--- src/shared/rri_pkg.sv ---
// Constants, types and register map for the remote run input logic.
// Assumes one 40 MHz system clock and contacts arriving unsynchronised on pins.
//
// Behaviour
// - Start and stop inputs work in level or pulse form, chosen by configuration.
// - Level mode, remote active: run forward while start closed, stop on open.
// - Pulse mode: start only after start closes then opens, closed over 500 ms.
// - Level mode: run reverse while stop closed and start open, stop when it opens.
// - With pulse stop permitted, a stop pulse closed over 500 ms stops the drive.
// - Drive-enable contact open inhibits output and coasts; running needs it closed.
// - Three speed contacts pick the reference frequency per configured selection.
// - Speed contacts are read only in open loop with discrete-input setpoint source.
// - In remote-by-contact mode, remote-enable contact closed means remote control.
// - External reset closing acts exactly like the local cabinet reset button.
// - A reset with no fault present leaves operation unchanged.
// - A reset while running does not shut the drive down.
// - After the fault condition is gone, a reset returns the drive to normal.
package rri_pkg;

    // Register port
    localparam int ADDR_W = 8;
    localparam int DATA_W = 32;
    localparam logic [ADDR_W-1:0] OFF_CTRL      = 8'h00;
    localparam logic [ADDR_W-1:0] OFF_STATUS    = 8'h04;
    localparam logic [ADDR_W-1:0] OFF_PULSE_MIN = 8'h08;
    localparam logic [ADDR_W-1:0] OFF_SETPOINT  = 8'h0c;
    localparam logic [ADDR_W-1:0] OFF_PRESET0   = 8'h20;
    localparam int PRESET_N = 8;
    localparam int FREQ_W   = 16;

    // Timing: least closed time of a valid pulse
    localparam int unsigned CLK_HZ           = 40_000_000;
    localparam int unsigned PULSE_MIN_MS     = 500;
    localparam int unsigned PULSE_MIN_CYC_DEF = PULSE_MIN_MS * (CLK_HZ / 1000);
    localparam int CNT_W = 25;

    // Control modes
    localparam logic [1:0] CM_LOCAL     = 2'h0;
    localparam logic [1:0] CM_REMOTE    = 2'h1;
    localparam logic [1:0] CM_BY_REMOTE = 2'h2;

    // Control register layout, reset value all zero (local, level, closed loop)
    typedef struct packed {
        logic       sel_priority;  // 1: highest closed speed wins, 0: binary code
        logic       src_di;        // Setpoint source is the speed contacts
        logic       open_loop;     // Run mode open loop
        logic [1:0] ctl_mode;      // Control mode
        logic       permit_stop;   // Pulse stop permitted
        logic       pulse_mode;    // 1: pulse form, 0: level form
    } rri_ctrl_t;
    localparam int CTRL_W = 7;
    localparam rri_ctrl_t CTRL_RST = 7'h00;
    localparam logic [FREQ_W-1:0] SETPOINT_RST = 16'h0000;
    localparam logic [FREQ_W-1:0] PRESET_RST   = 16'h0000;

    // Status register field positions
    localparam int ST_STATE_LSB  = 0;
    localparam int ST_PRESET_BIT = 3;
    localparam int ST_INHIB_BIT  = 4;
    localparam int ST_REMOTE_BIT = 5;
    localparam int ST_FAULT_BIT  = 6;
    localparam int ST_COND_BIT   = 7;
    localparam int ST_PINS_LSB   = 8;

    // Contacts of the upper terminal strip plus the cabinet reset button
    typedef struct packed {
        logic       local_reset;
        logic       ext_reset;
        logic       remote_en;
        logic [2:0] speed;
        logic       drive_enable;
        logic       stop;
        logic       start;
    } rri_pins_t;
    localparam int PIN_N = 9;

    typedef enum logic [2:0] {
        ST_IDLE = 3'b001,
        ST_FWD  = 3'b010,
        ST_REV  = 3'b100
    } rri_run_t;

endpackage : rri_pkg

--- src/hw/rri_contact.sv ---
// One contact input: three-stage synchroniser, stable level and pulse width check.
// Assumes a dry contact, closed = 1, with any bounce shorter than one clock.
module rri_contact #(
    parameter int CNT_W = 25
) (
    input  wire logic             clk,
    input  wire logic             rst,
    input  wire logic             pin,
    input  wire logic [CNT_W-1:0] min_cyc,
    output logic                  lvl,
    output logic                  rise,
    output logic                  long_pulse
);
    logic             s1_q, s2_q, s3_q;
    logic             lvl_q, rise_q, long_q;
    logic [CNT_W-1:0] cnt_q;
    wire              agree   = (s2_q == s3_q);
    wire              cnt_sat = (cnt_q == {CNT_W{1'b1}});

    ////////////////////////////////////////////////////////////////////////////
    // Sample and measure; only the third stage and its partner decide a change
    always_ff @(posedge clk or posedge rst) begin
        if (rst) begin
            s1_q   <= 1'b0;
            s2_q   <= 1'b0;
            s3_q   <= 1'b0;
            lvl_q  <= 1'b0;
            rise_q <= 1'b0;
            long_q <= 1'b0;
            cnt_q  <= '0;
        end else begin
            s1_q   <= pin;
            s2_q   <= s1_q;
            s3_q   <= s2_q;
            lvl_q  <= agree ? s3_q : lvl_q;
            rise_q <= agree && s3_q && !lvl_q;
            // Count lags the closed cycles by one, so >= means closed longer than min_cyc
            long_q <= agree && !s3_q && lvl_q && (cnt_q >= min_cyc);
            cnt_q  <= !lvl_q ? '0 : (cnt_sat ? cnt_q : cnt_q + 1'b1);  // Saturates, never wraps
        end
    end

    assign lvl        = lvl_q;
    assign rise       = rise_q;
    assign long_pulse = long_q;
endmodule : rri_contact

--- src/hw/rri_top.sv ---
// Remote run input logic: contacts to run, inhibit, remote mode, frequency and reset.
// Assumes registers written over a plain strobe port and drive fault inputs on clk.
//
// Local design decisions: the register offsets and the plain strobed port.
module rri_top #(
    parameter int unsigned PULSE_MIN_CYC = rri_pkg::PULSE_MIN_CYC_DEF
) (
    input  wire logic                          clk,
    input  wire logic                          rst,
    input  wire rri_pkg::rri_pins_t            pins,
    input  wire logic [rri_pkg::ADDR_W-1:0]    addr,
    input  wire logic [rri_pkg::DATA_W-1:0]    wdata,
    input  wire logic                          wr_en,
    input  wire logic                          rd_en,
    output logic      [rri_pkg::DATA_W-1:0]    rdata_q,
    input  wire logic                          fault_trip,
    input  wire logic                          fault_cond,
    output logic                               run_fwd_q,
    output logic                               run_rev_q,
    output logic                               output_inhibit_q,
    output logic                               remote_mode_q,
    output logic      [rri_pkg::FREQ_W-1:0]    freq_ref_q,
    output logic                               preset_active_q,
    output logic                               fault_q,
    output logic                               fault_reset_q
);
    import rri_pkg::*;

    ////////////////////////////////////////////////////////////////////////////
    // Contact inputs
    logic [PIN_N-1:0] pin_v;
    logic [PIN_N-1:0] lvl_v;
    logic [PIN_N-1:0] rise_v;
    logic [PIN_N-1:0] long_v;
    rri_pins_t        lvl_s, rise_s, long_s;
    logic [CNT_W-1:0] pulse_min_q;

    assign pin_v  = pins;
    assign lvl_s  = lvl_v;
    assign rise_s = rise_v;
    assign long_s = long_v;

    // Every contact gets the same sampling and width check
    generate
        for (genvar i = 0; i < PIN_N; i++) begin : g_pin
            rri_contact #(
                .CNT_W      (CNT_W)
            ) u_contact (
                .clk        (clk),
                .rst        (rst),
                .pin        (pin_v[i]),
                .min_cyc    (pulse_min_q),
                .lvl        (lvl_v[i]),
                .rise       (rise_v[i]),
                .long_pulse (long_v[i])
            );
        end
    endgenerate

    ////////////////////////////////////////////////////////////////////////////
    // Register file
    rri_ctrl_t         ctrl_q;
    logic [FREQ_W-1:0] setpoint_q;
    logic [FREQ_W-1:0] preset_q [PRESET_N];
    rri_run_t          state_q, state_d;

    wire       hit_ctrl   = (addr == OFF_CTRL);
    wire       hit_status = (addr == OFF_STATUS);
    wire       hit_pmin   = (addr == OFF_PULSE_MIN);
    wire       hit_setp   = (addr == OFF_SETPOINT);
    wire       hit_preset = (addr[ADDR_W-1:5] == OFF_PRESET0[ADDR_W-1:5]) && (addr[1:0] == 2'h0);
    wire [2:0] preset_idx = addr[4:2];

    // Writes; status is read-only and unmapped writes are dropped
    always_ff @(posedge clk or posedge rst) begin
        if (rst) begin
            ctrl_q      <= CTRL_RST;
            setpoint_q  <= SETPOINT_RST;
            pulse_min_q <= CNT_W'(PULSE_MIN_CYC);
        end else if (wr_en) begin
            if (hit_ctrl)
                ctrl_q <= wdata[CTRL_W-1:0];
            if (hit_setp)
                setpoint_q <= wdata[FREQ_W-1:0];
            if (hit_pmin)
                pulse_min_q <= wdata[CNT_W-1:0];
        end
    end

    // Preset table kept in its own array
    always_ff @(posedge clk or posedge rst) begin
        if (rst) begin
            for (int k = 0; k < PRESET_N; k++)
                preset_q[k] <= PRESET_RST;
        end else if (wr_en && hit_preset) begin
            preset_q[preset_idx] <= wdata[FREQ_W-1:0];
        end
    end

    // Read data selection
    wire [DATA_W-1:0] status_w = {
        {(DATA_W-ST_PINS_LSB-PIN_N){1'b0}}, lvl_v,
        fault_cond, fault_q, remote_mode_q, output_inhibit_q, preset_active_q, state_q
    };
    wire [DATA_W-1:0] rd_word =
        hit_ctrl   ? {{(DATA_W-CTRL_W){1'b0}}, ctrl_q}        :
        hit_status ? status_w                                  :
        hit_pmin   ? {{(DATA_W-CNT_W){1'b0}}, pulse_min_q}     :
        hit_setp   ? {{(DATA_W-FREQ_W){1'b0}}, setpoint_q}     :
        hit_preset ? {{(DATA_W-FREQ_W){1'b0}}, preset_q[preset_idx]} :
                     {DATA_W{1'b0}};

    // Read data valid only in the cycle after the strobe
    always_ff @(posedge clk or posedge rst) begin
        if (rst)
            rdata_q <= '0;
        else
            rdata_q <= rd_en ? rd_word : '0;
    end

    ////////////////////////////////////////////////////////////////////////////
    // Control mode
    wire is_remote = (ctrl_q.ctl_mode == CM_REMOTE) ||
                     ((ctrl_q.ctl_mode == CM_BY_REMOTE) && lvl_s.remote_en);

    ////////////////////////////////////////////////////////////////////////////
    // Fault and reset handling
    wire reset_evt   = rise_s.ext_reset || rise_s.local_reset;
    wire fault_clear = reset_evt && fault_q && !fault_cond;
    wire fault_d     = fault_trip || (fault_q && !fault_clear);
    wire freset_d    = fault_clear && !fault_trip;                          // A new trip wins

    ////////////////////////////////////////////////////////////////////////////
    // Run state; reset never touches it, so running through a reset carries on
    wire      run_ok    = lvl_s.drive_enable && !fault_q && !fault_trip;
    rri_run_t lvl_next;
    rri_run_t pulse_next;
    rri_run_t cmd_next;

    assign lvl_next   = lvl_s.start ? ST_FWD :
                        lvl_s.stop  ? ST_REV : ST_IDLE;
    assign pulse_next = long_s.start ? ST_FWD :
                        (long_s.stop && ctrl_q.permit_stop) ? ST_IDLE : state_q;
    assign cmd_next   = !is_remote        ? state_q    :
                        ctrl_q.pulse_mode ? pulse_next : lvl_next;
    assign state_d    = run_ok ? cmd_next : ST_IDLE;

    ////////////////////////////////////////////////////////////////////////////
    // Reference frequency from the speed contacts
    wire [2:0] spd      = lvl_s.speed;
    wire [2:0] prio_idx = spd[2] ? 3'h3 : spd[1] ? 3'h2 : spd[0] ? 3'h1 : 3'h0;
    wire [2:0] sel_idx  = ctrl_q.sel_priority ? prio_idx : spd;
    wire       use_di   = ctrl_q.open_loop && ctrl_q.src_di;
    wire [FREQ_W-1:0] freq_d = use_di ? preset_q[sel_idx] : setpoint_q;

    ////////////////////////////////////////////////////////////////////////////
    // State and outputs, all registered
    always_ff @(posedge clk or posedge rst) begin
        if (rst) begin
            state_q          <= ST_IDLE;
            run_fwd_q        <= 1'b0;
            run_rev_q        <= 1'b0;
            output_inhibit_q <= 1'b1;
            remote_mode_q    <= 1'b0;
            freq_ref_q       <= '0;
            preset_active_q  <= 1'b0;
            fault_q          <= 1'b0;
            fault_reset_q    <= 1'b0;
        end else begin
            state_q          <= state_d;
            run_fwd_q        <= (state_d == ST_FWD);
            run_rev_q        <= (state_d == ST_REV);
            output_inhibit_q <= !lvl_s.drive_enable || fault_d;  // coast, no ramp
            remote_mode_q    <= is_remote;
            freq_ref_q       <= freq_d;
            preset_active_q  <= use_di;
            fault_q          <= fault_d;
            fault_reset_q    <= freset_d;
        end
    end
endmodule : rri_top

--- config.mk ---
export PLATFORM = sky130hd
export DESIGN_NAME = rri_top
export DESIGN_NICKNAME = d
export VERILOG_FILES = /design/src/shared/rri_pkg.sv /design/src/hw/rri_contact.sv /design/src/hw/rri_top.sv
export SDC_FILE = /design/constraint.sdc
export NUM_CORES = 1
export LEC_CHECK = 0
export BUFFER_PORTS_ARGS = -buffer_cell sky130_fd_sc_hd__buf_2
export CAP_MARGIN = 40
export CORE_AREA = 2 2 153 185
export CTS_CLUSTER_DIAMETER = 80
export DETAILED_ROUTE_END_ITERATION = 6
export DIE_AREA = 0 0 155 187
export GPL_TIMING_DRIVEN = 0
export HOLD_SLACK_MARGIN = 0.12
export PLACE_DENSITY = 0.79
export SYNTH_ARGS = -nofsm -noshare
export SYNTH_HDL_FRONTEND = slang
export SYNTH_SLANG_ARGS = --single-unit
export TNS_END_PERCENT = 20
--- constraint.sdc ---
create_clock -name clk -period 11.36 [get_ports clk]
set_clock_uncertainty 0.15 [all_clocks]
set_input_delay 0.568 -clock clk [delete_from_list [all_inputs] [get_ports clk]]
set_output_delay 0.568 -clock clk [all_outputs]
set_load 0.005 [all_outputs]
==> run_results.csv, run 1 <==
group,metric,value,unit
synthesis,ys_seq_area_frac,0.4876,
die,rows,67,
synthesis,yosysTopAreaCellShare,0.4715,
finish,drive_gt1_frac,0.2731,
synthesis,ys.flop_type,"dfrtp_1",
detailed_routing,dr.pass1.iters,7,
synthesis,yosysUniqueCellTypes,73,
worst_hold_path,hold_end,"setpoint_q[0]$_DFFE_PP0P_",
global_route,grt_pass1_vias,12760,
sta,fin_crit,2.937,ns
sta,tightest_slew,0.8580,ns
clocking,clk_latency,0.58,ns
detailed_routing,drt_wl_total,45140,um
die,die_y,187,um
clocking,cts_resized,0,
global_route,antenna_found_initial,2,
die,core_area,27410,um2
finish,final_cell_mix,"dfrtp_1 (307), mux2_2 (179), buf_2 (110)",
sta,setup_violations,0,
power_and_ir_drop,p_leak,8.728,nW
global_route,grt_max_degree,122,
clocking,cts_root_buf,"clkbuf_16",
synthesis,yosysWarnings,0,
clocking,numCtsBuffers,31,
setup_path,crit_arrival,3.24,ns
placement,place_congestion,0.9227,
setup_path,rr_worst_depth,8,
setup_path,crit_path_end_kind,"flop",
clocking,htree_levels,1,
synthesis,netlist_instances,1400,
detailed_routing,vias,12550,
setup_path,worstPathMaxFanout,10,
detailed_routing,top_layer,"met4",
synthesis,syn_area_per_cell,11.64,um2
finish,post-route-cell-area,18580,um2
synthesis,synth_edf_count,0,
setup_path,reg2reg_setup_slack,8.42,ns
detailed_routing,vias_per_cell,6.516,
setup_path,rr_startpoint,"g_pin[4].u_contact.lvl$_DFFE_PP0N_",
placement,dpl-instance-area,17250,um2
global_route,grt.overflow.total,0,
worst_hold_path,hold_depth,2,
sta,relSlewSlack,0.4233,
die,chipWidth,155,um
power_and_ir_drop,ir_drop,0.1415,mV
clocking,cts.clk_slew.worst_paths,0.07,ns
setup_path,setup.worst_path.start_class,"flop",
finish,syn2layout_area_growth,14.06,%
placement,hpwl,31710,um
placement,numPortBuffers,82,
sta,hold_viol,0,
detailed_routing,ant_nets,0,
setup_path,critPathKind,"flop to flop",
clocking,cts_tree,"built",
sta,whs,0.1362,ns
detailed_routing,wl_met3,2984,um
clocking,cts_buffer_depth,3,
worst_hold_path,min_path_type,"input pin to flop",
synthesis,synth_seq_cells,317,
flow_run,cap_violations,0,
status,status,"finished, violations left",
detailed_routing,route.layer.met1.wl,16920,um
setup_path,worst_r2r_endpoint,"freq_ref_q[14]$_DFF_PP0_",
power_and_ir_drop,powerDensity,139.5,nW/um2
synthesis,yosys-top-cells-area,"dfrtp_1 (47%), mux2_2 (12%), mux4_2 (4.8%)",
sta,grt_setup_unrepaired,"no",
global_route,grt_use_total,0.3128,
global_route,grt_first_pass_wirelength,70300,um
detailed_routing,drc_errors,2,
finish,layout_commonest_cell,"dfrtp_1",
clocking,clock_sinks,317,
finish,nets,1664,
detailed_routing,route.met2.wl,22490,um
worst_hold_path,hp-start,"wdata[0]",
detailed_routing,drtIter0Drc,1066,
synthesis,yosysTopAreaCell,"dfrtp_1",
die,die_area,28990,um2
synthesis,syn_area,16290,um2
setup_path,required,11.66,ns
status,violations,"DRC",
synthesis,async_reset_ff_frac,1.000,
sta,fmax,0.3405,GHz
sta,period_share,0.2585,
sta,drv_slew,0,
die,pin_count,110,
die,start_util,0.5944,
detailed_routing,routedWlPerCell,23.44,um
[worst max-delay path by stage]
stage,start,endpoint,depth (start not counted)
after global routing,g_pin[4].u_contact.lvl$_DFFE_PP0N_,freq_ref_q[10]$_DFF_PP0_,8
after floorplan,rst,ctrl_q[0]$_DFFE_PP0P_,1
after global placement,rst,preset_q[59]$_DFFE_PP0P_,2
after detailed placement,addr[3],rdata_q[14]$_DFF_PP0_,7
final,g_pin[4].u_contact.lvl$_DFFE_PP0N_,freq_ref_q[14]$_DFF_PP0_,8
after CTS,g_pin[4].u_contact.lvl$_DFFE_PP0N_,freq_ref_q[14]$_DFF_PP0_,8
[flip-flops by register name, indices dropped and copies added, names as in the netlist]
register                    cells
preset_active_q                 1
ctrl_q                          7
g_pin.u_contact.cnt_q          50
setpoint_q                     16
g_pin.u_contact.s3_q            9
freq_ref_q                     16
g_pin.u_contact.lvl             9
state_q                         3
pulse_min_q                    25
remote_mode_q                   1
fault_reset_q                   1
g_pin.u_contact.s2_q            9
g_pin.u_contact.long_pulse      2
run_fwd_q                       1
preset_q                      128
fault_q                         1
g_pin.u_contact.rise            2
run_rev_q                       1
rdata_q                        25
g_pin.u_contact.s1_q            9
output_inhibit_q                1
[metrics by stage]
step	total power [mW]	setup TNS [ns]	util	setup slack, ns	cells
global route	2.673	0	0.6778	8.401	1924
finish	2.592	0	0.6779	8.423	1926
floorplan	1.418	0	-	1.887	1406
global placement	1.507	-381.45	0.6259	-1.280	1833
detailed placement	1.521	0	0.6293	8.330	1839
CTS	2.597	0	0.6777	8.502	1923
[cells in the mapped netlist, drive strengths merged (6+ instances only)]
master	count
nor2b	10
o31ai	11
mux4	35
clkbuf	45
dfrtp	307
inv	45
nand2	106
a2111oi	7
nand2b	8
ha	56
a221oi	22
and3	9
nor4	14
nand4	26
o21ai	33
nor3	7
xor2	11
a22o	12
nand3	41
nor2	91
a21oi	70
mux2	179
o32a	9
a31o	11
buf	51
and2	15
xnor2	15
o221ai	6
dfstp	10
mux2i	63
o21a	6
[critical path: stages, from the launching register on]
cell	delay, ns
dfrtp_1	0.35
buf_2	0.20
a21bo_2	0.23
buf_2	0.20
nand2_1	0.35
clkbuf_1	0.69
nand2_1	0.14
a31o_2	0.26
a21oi_1	0.25
[final cells by class]
class	instances	area, um2
inverters	46	180.2
well taps	345	431.7
fillers	1974	8828
plain buffers	96	439.2
diodes	3	7.507
multi-input cells	947	7759
repair buffers	114	757.0
clock inverters	18	205.2
flip-flops and latches	317	7945
clock buffers	40	859.6
[per-layer routing]
layer  vias to the layer above  global-route usage
li1                       5459                   -
met1                      6290              0.3872
met2                       618              0.5301
met3                       183             0.04449
met4                         0              0.1702
met5                         -                   0
[logic make-up (layout without fill, tap and decap cells)]
| logic type | after synthesis | after routing | share of synthesized area |
|---|---|---|---|
| xor+xnor | 26 | 26 | 0.01398 |
| buf+inv | 142 | 314 | 0.03755 |
| flops | 317 | 317 | 0.4876 |
| mux | 277 | 277 | 0.2108 |
| compound gates | 231 | 231 | 0.09983 |
| other cells | 1 | 10 | 0.0002302 |
| fa+ha+maj | 61 | 61 | 0.04608 |
| simple gates | 345 | 345 | 0.1039 |
[power by group]
part / switching, mW / leakage (nW) / internal, mW
clock network: 0.452 / 0.536 / 0.626
registers: 0.0397 / 4.27 / 1.18
logic: 0.178 / 3.93 / 0.119
total: 0.670 / 8.73 / 1.92
[timing repair]
item                      CTS  global route
hold endpoints to repair  139             0
buffers inserted            0             0
hold buffers               26             0
No activity file was read; power rests on OpenSTA's default activity.
==> run 2, diff against run 1 <==
Clock period 11.36 ns to 2.85 ns, I/O delays scaled along.
==> run 2 against run 1 <==
The run now ends clean. Count of clock-buffer cells in the layout increased by 10. Sequential power increased to 4.0 times the previous value. Utilization increased by 1.3 points. Via count increased by 0.32%. First-iteration DRC count increased by 8.7%. Combinational power increased to 4.2 times the previous value. Die area unchanged. Critical path depth decreased by 2. Flip-flop and latch count unchanged. Setup slack got worse by 8.3 ns. Wire length increased by 0.27%. Critical path type unchanged. Largest cell class unchanged. Largest power group unchanged.
==> run_results.csv, run 2 (synthesis results as in run 1) <==
group,metric,value,unit
sta,setup_violations,0,
clocking,clk_latency,0.52,ns
setup_path,crit_chain,"clkbuf_1 > a21oi_1 > nand2b_1 > inv_1 > clkbuf_1 > a21oi_1",
sta,relSlewSlack,0.4232,
finish,fillCellCount,1938,
worst_hold_path,hold_end,"g_pin[7].u_contact.s1_q$_DFF_PP0_",
sta,fmax,0.3621,GHz
detailed_routing,top_layer,"met4",
power_and_ir_drop,powerDensity,555.6,nW/um2
setup_path,crit_path_end_kind,"flop",
worst_hold_path,hp-start,"pins[7]",
power_and_ir_drop,p_sw_frac,0.2526,
die,rows,67,
detailed_routing,wl_met3,3504,um
detailed_routing,route.layer.met1.wl,16860,um
die,die_area,28990,um2
setup_path,cp_slowest_cell,"clkbuf_1",
finish,largest_register,"preset_q",
finish,antenna_cells,0,
setup_path,worstPathMaxFanout,10,
detailed_routing,drtIter0Drc,1159,
finish,fin_util,0.6910,
placement,dpl-instance-area,17370,um2
clocking,cts_tree,"built",
setup_path,rr_startpoint,"ctrl_q[6]$_DFFE_PP0P_",
clocking,cts.clk_slew.worst_paths,0.06,ns
clocking,post-cts-setup-buffer-count,0,
setup_path,critPathMaxStageDelay,0.59,ns
power_and_ir_drop,p_switching,2.658,mW
finish,syn2layout_area_growth,16.26,%
placement,numPortBuffers,82,
power_and_ir_drop,p_comb_frac,0.117,
global_route,antenna_found_initial,0,
clocking,clock_sinks,317,
setup_path,path_delay_family,"buffers and inverters",
power_and_ir_drop,clockPowerShare,0.421,
clocking,htree_levels,2,
power_and_ir_drop,ir_drop,0.4963,mV
detailed_routing,vias_per_cell,6.460,
power_and_ir_drop,p_int,7.866,mW
setup_path,worst_r2r_endpoint,"freq_ref_q[0]$_DFF_PP0_",
die,core_area,27410,um2
finish,final_cell_mix,"dfrtp_1 (307), mux2_2 (179), buf_2 (110)",
power_and_ir_drop,seqPwrFrac,0.461,
finish,largest_register_ffs,128,
global_route,grt_first_pass_wirelength,70560,um
die,start_util,0.5944,
sta,fin_crit,2.762,ns
global_route,grt_max_degree,42,
sta,tightest_slew,0.8631,ns
sta,fin_tns_setup,0,ns
sta,grt_setup_unrepaired,"no",
detailed_routing,dr.pass1.iters,5,
clocking,numCtsBuffers,34,
worst_hold_path,min_path_type,"input pin to flop",
setup_path,rr_worst_depth,6,
setup_path,setup.worst_path.start_class,"flop",
power_and_ir_drop,p_leak,8.877,nW
detailed_routing,ant_nets,0,
finish,post-route-cell-area,18940,um2
worst_hold_path,hold_depth,2,
global_route,grt.overflow.total,0,
placement,place_congestion,0.9288,
status,status,"completed",
clocking,cts_buffer_depth,3,
detailed_routing,route.met2.wl,22190,um
sta,drv_slew,0,
detailed_routing,routedWlPerCell,23.22,um
die,chipWidth,155,um
sta,period_share,0.9690,
die,pin_count,110,
finish,layout_commonest_cell,"dfrtp_1",
setup_path,path_buf_inv,3,
finish,nets,1691,
global_route,grt_pass1_vias,12890,
detailed_routing,drc_errors,0,
setup_path,critPathKind,"flop to flop",
sta,hold_viol,0,
power_and_ir_drop,total_power,10.52,mW
detailed_routing,drt_wl_total,45260,um
global_route,grt_use_total,0.3155,
die,die_y,187,um
finish,drive_gt1_frac,0.2724,
sta,whs,0.1210,ns
flow_run,cap_violations,0,
placement,hpwl,31960,um
setup_path,required,3.01,ns
detailed_routing,vias,12590,
finish,largestRegisters,"preset_q (128), g_pin.u_contact.cnt_q (50)",
clocking,cts_root_buf,"clkbuf_16",
setup_path,reg2reg_setup_slack,0.09,ns
setup_path,crit_arrival,2.92,ns
## run 2: cell count changes in the layout (fill, tap and decap cells not counted), moves of 2 or more
cell and change:
buf_12 +8, clkbuf_1 +3, clkbuf_16 +4, clkbuf_2 +2, clkinv_2 -5, clkinvlp_4 +2, diode_2 -3, dlygate4sd3_1 +19
inv_6 -2
## run 2: repair_timing
action	CTS	global route
pin swaps	0	0
gates resized for setup	2	3
hold buffers	44	1
endpoints found under the hold margin	249	1
endpoints found under the setup margin	6	2
## run 2: routing by layer
metal / up-vias / track usage
met4: 0 / 0.1784
met2: 677 / 0.5296
met3: 168 / 0.05862
li1: 5494 / -
met5: - / 0
met1: 6251 / 0.3831
## run 2: power groups by stage
stage | logic [mW] | clock network [mW] | registers (mW)
6_report | 1.24 | 4.43 | 4.85
5_1_grt | 1.34 | 4.68 | 4.87
4_1_cts | 1.22 | 4.47 | 4.85
3_5_place_dp | 1.16 | 0 | 4.93
3_3_place_gp | 1.09 | 0 | 4.92
2_1_floorplan | 0.782 | 0 | 4.87
## run 2: through the flow
| step | worst slack, ns | std cells |
|---|---|---|
| after floorplan | -1.659 | 1406 |
| after detailed placement | -0.09118 | 1845 |
| after global placement | -3.342 | 1833 |
| after CTS | 0.1035 | 1948 |
| after global routing | 0.02989 | 1949 |
| final | 0.08823 | 1949 |
## run 2: layout make-up
| class | count | area, um2 | area share |
|---|---|---|---|
| Multi-Input combinational cell | 947 | 7765 | 0.4099 |
| Timing Repair Buffer | 139 | 1072 | 0.05661 |
| Tap cell | 345 | 431.7 | 0.02279 |
| Buffer | 95 | 437.9 | 0.02312 |
| Inverter | 46 | 176.4 | 0.009314 |
| Clock buffer | 50 | 982.2 | 0.05185 |
| Clock inverter | 10 | 131.4 | 0.006936 |
| Sequential cell | 317 | 7945 | 0.4194 |
## run 2: worst register-to-register path: cells and delay by family (launching register included)
family          cells  cell delay (ns)
buf+inv             3             1.06
compound gates      2             0.65
flops               1             0.43
simple gates        1             0.25
## run 2: worst max-delay path by stage
| stage | start | endpoint | slack (ns) | depth (start not counted) |
|---|---|---|---|---|
| after floorplan | rst | ctrl_q[0]$_DFFE_PP0P_ | -1.66 | 1 |
| after global placement | rst | preset_q[12]$_DFFE_PP0P_ | -3.34 | 2 |
| after detailed placement | g_pin[4].u_contact.lvl$_DFFE_PP0N_ | freq_ref_q[14]$_DFF_PP0_ | -0.09 | 7 |
| after CTS | ctrl_q[6]$_DFFE_PP0P_ | freq_ref_q[14]$_DFF_PP0_ | 0.10 | 6 |
| after global routing | g_pin[5].u_contact.lvl$_DFFE_PP0N_ | freq_ref_q[6]$_DFF_PP0_ | 0.03 | 8 |
| final | ctrl_q[6]$_DFFE_PP0P_ | freq_ref_q[0]$_DFF_PP0_ | 0.09 | 6 |
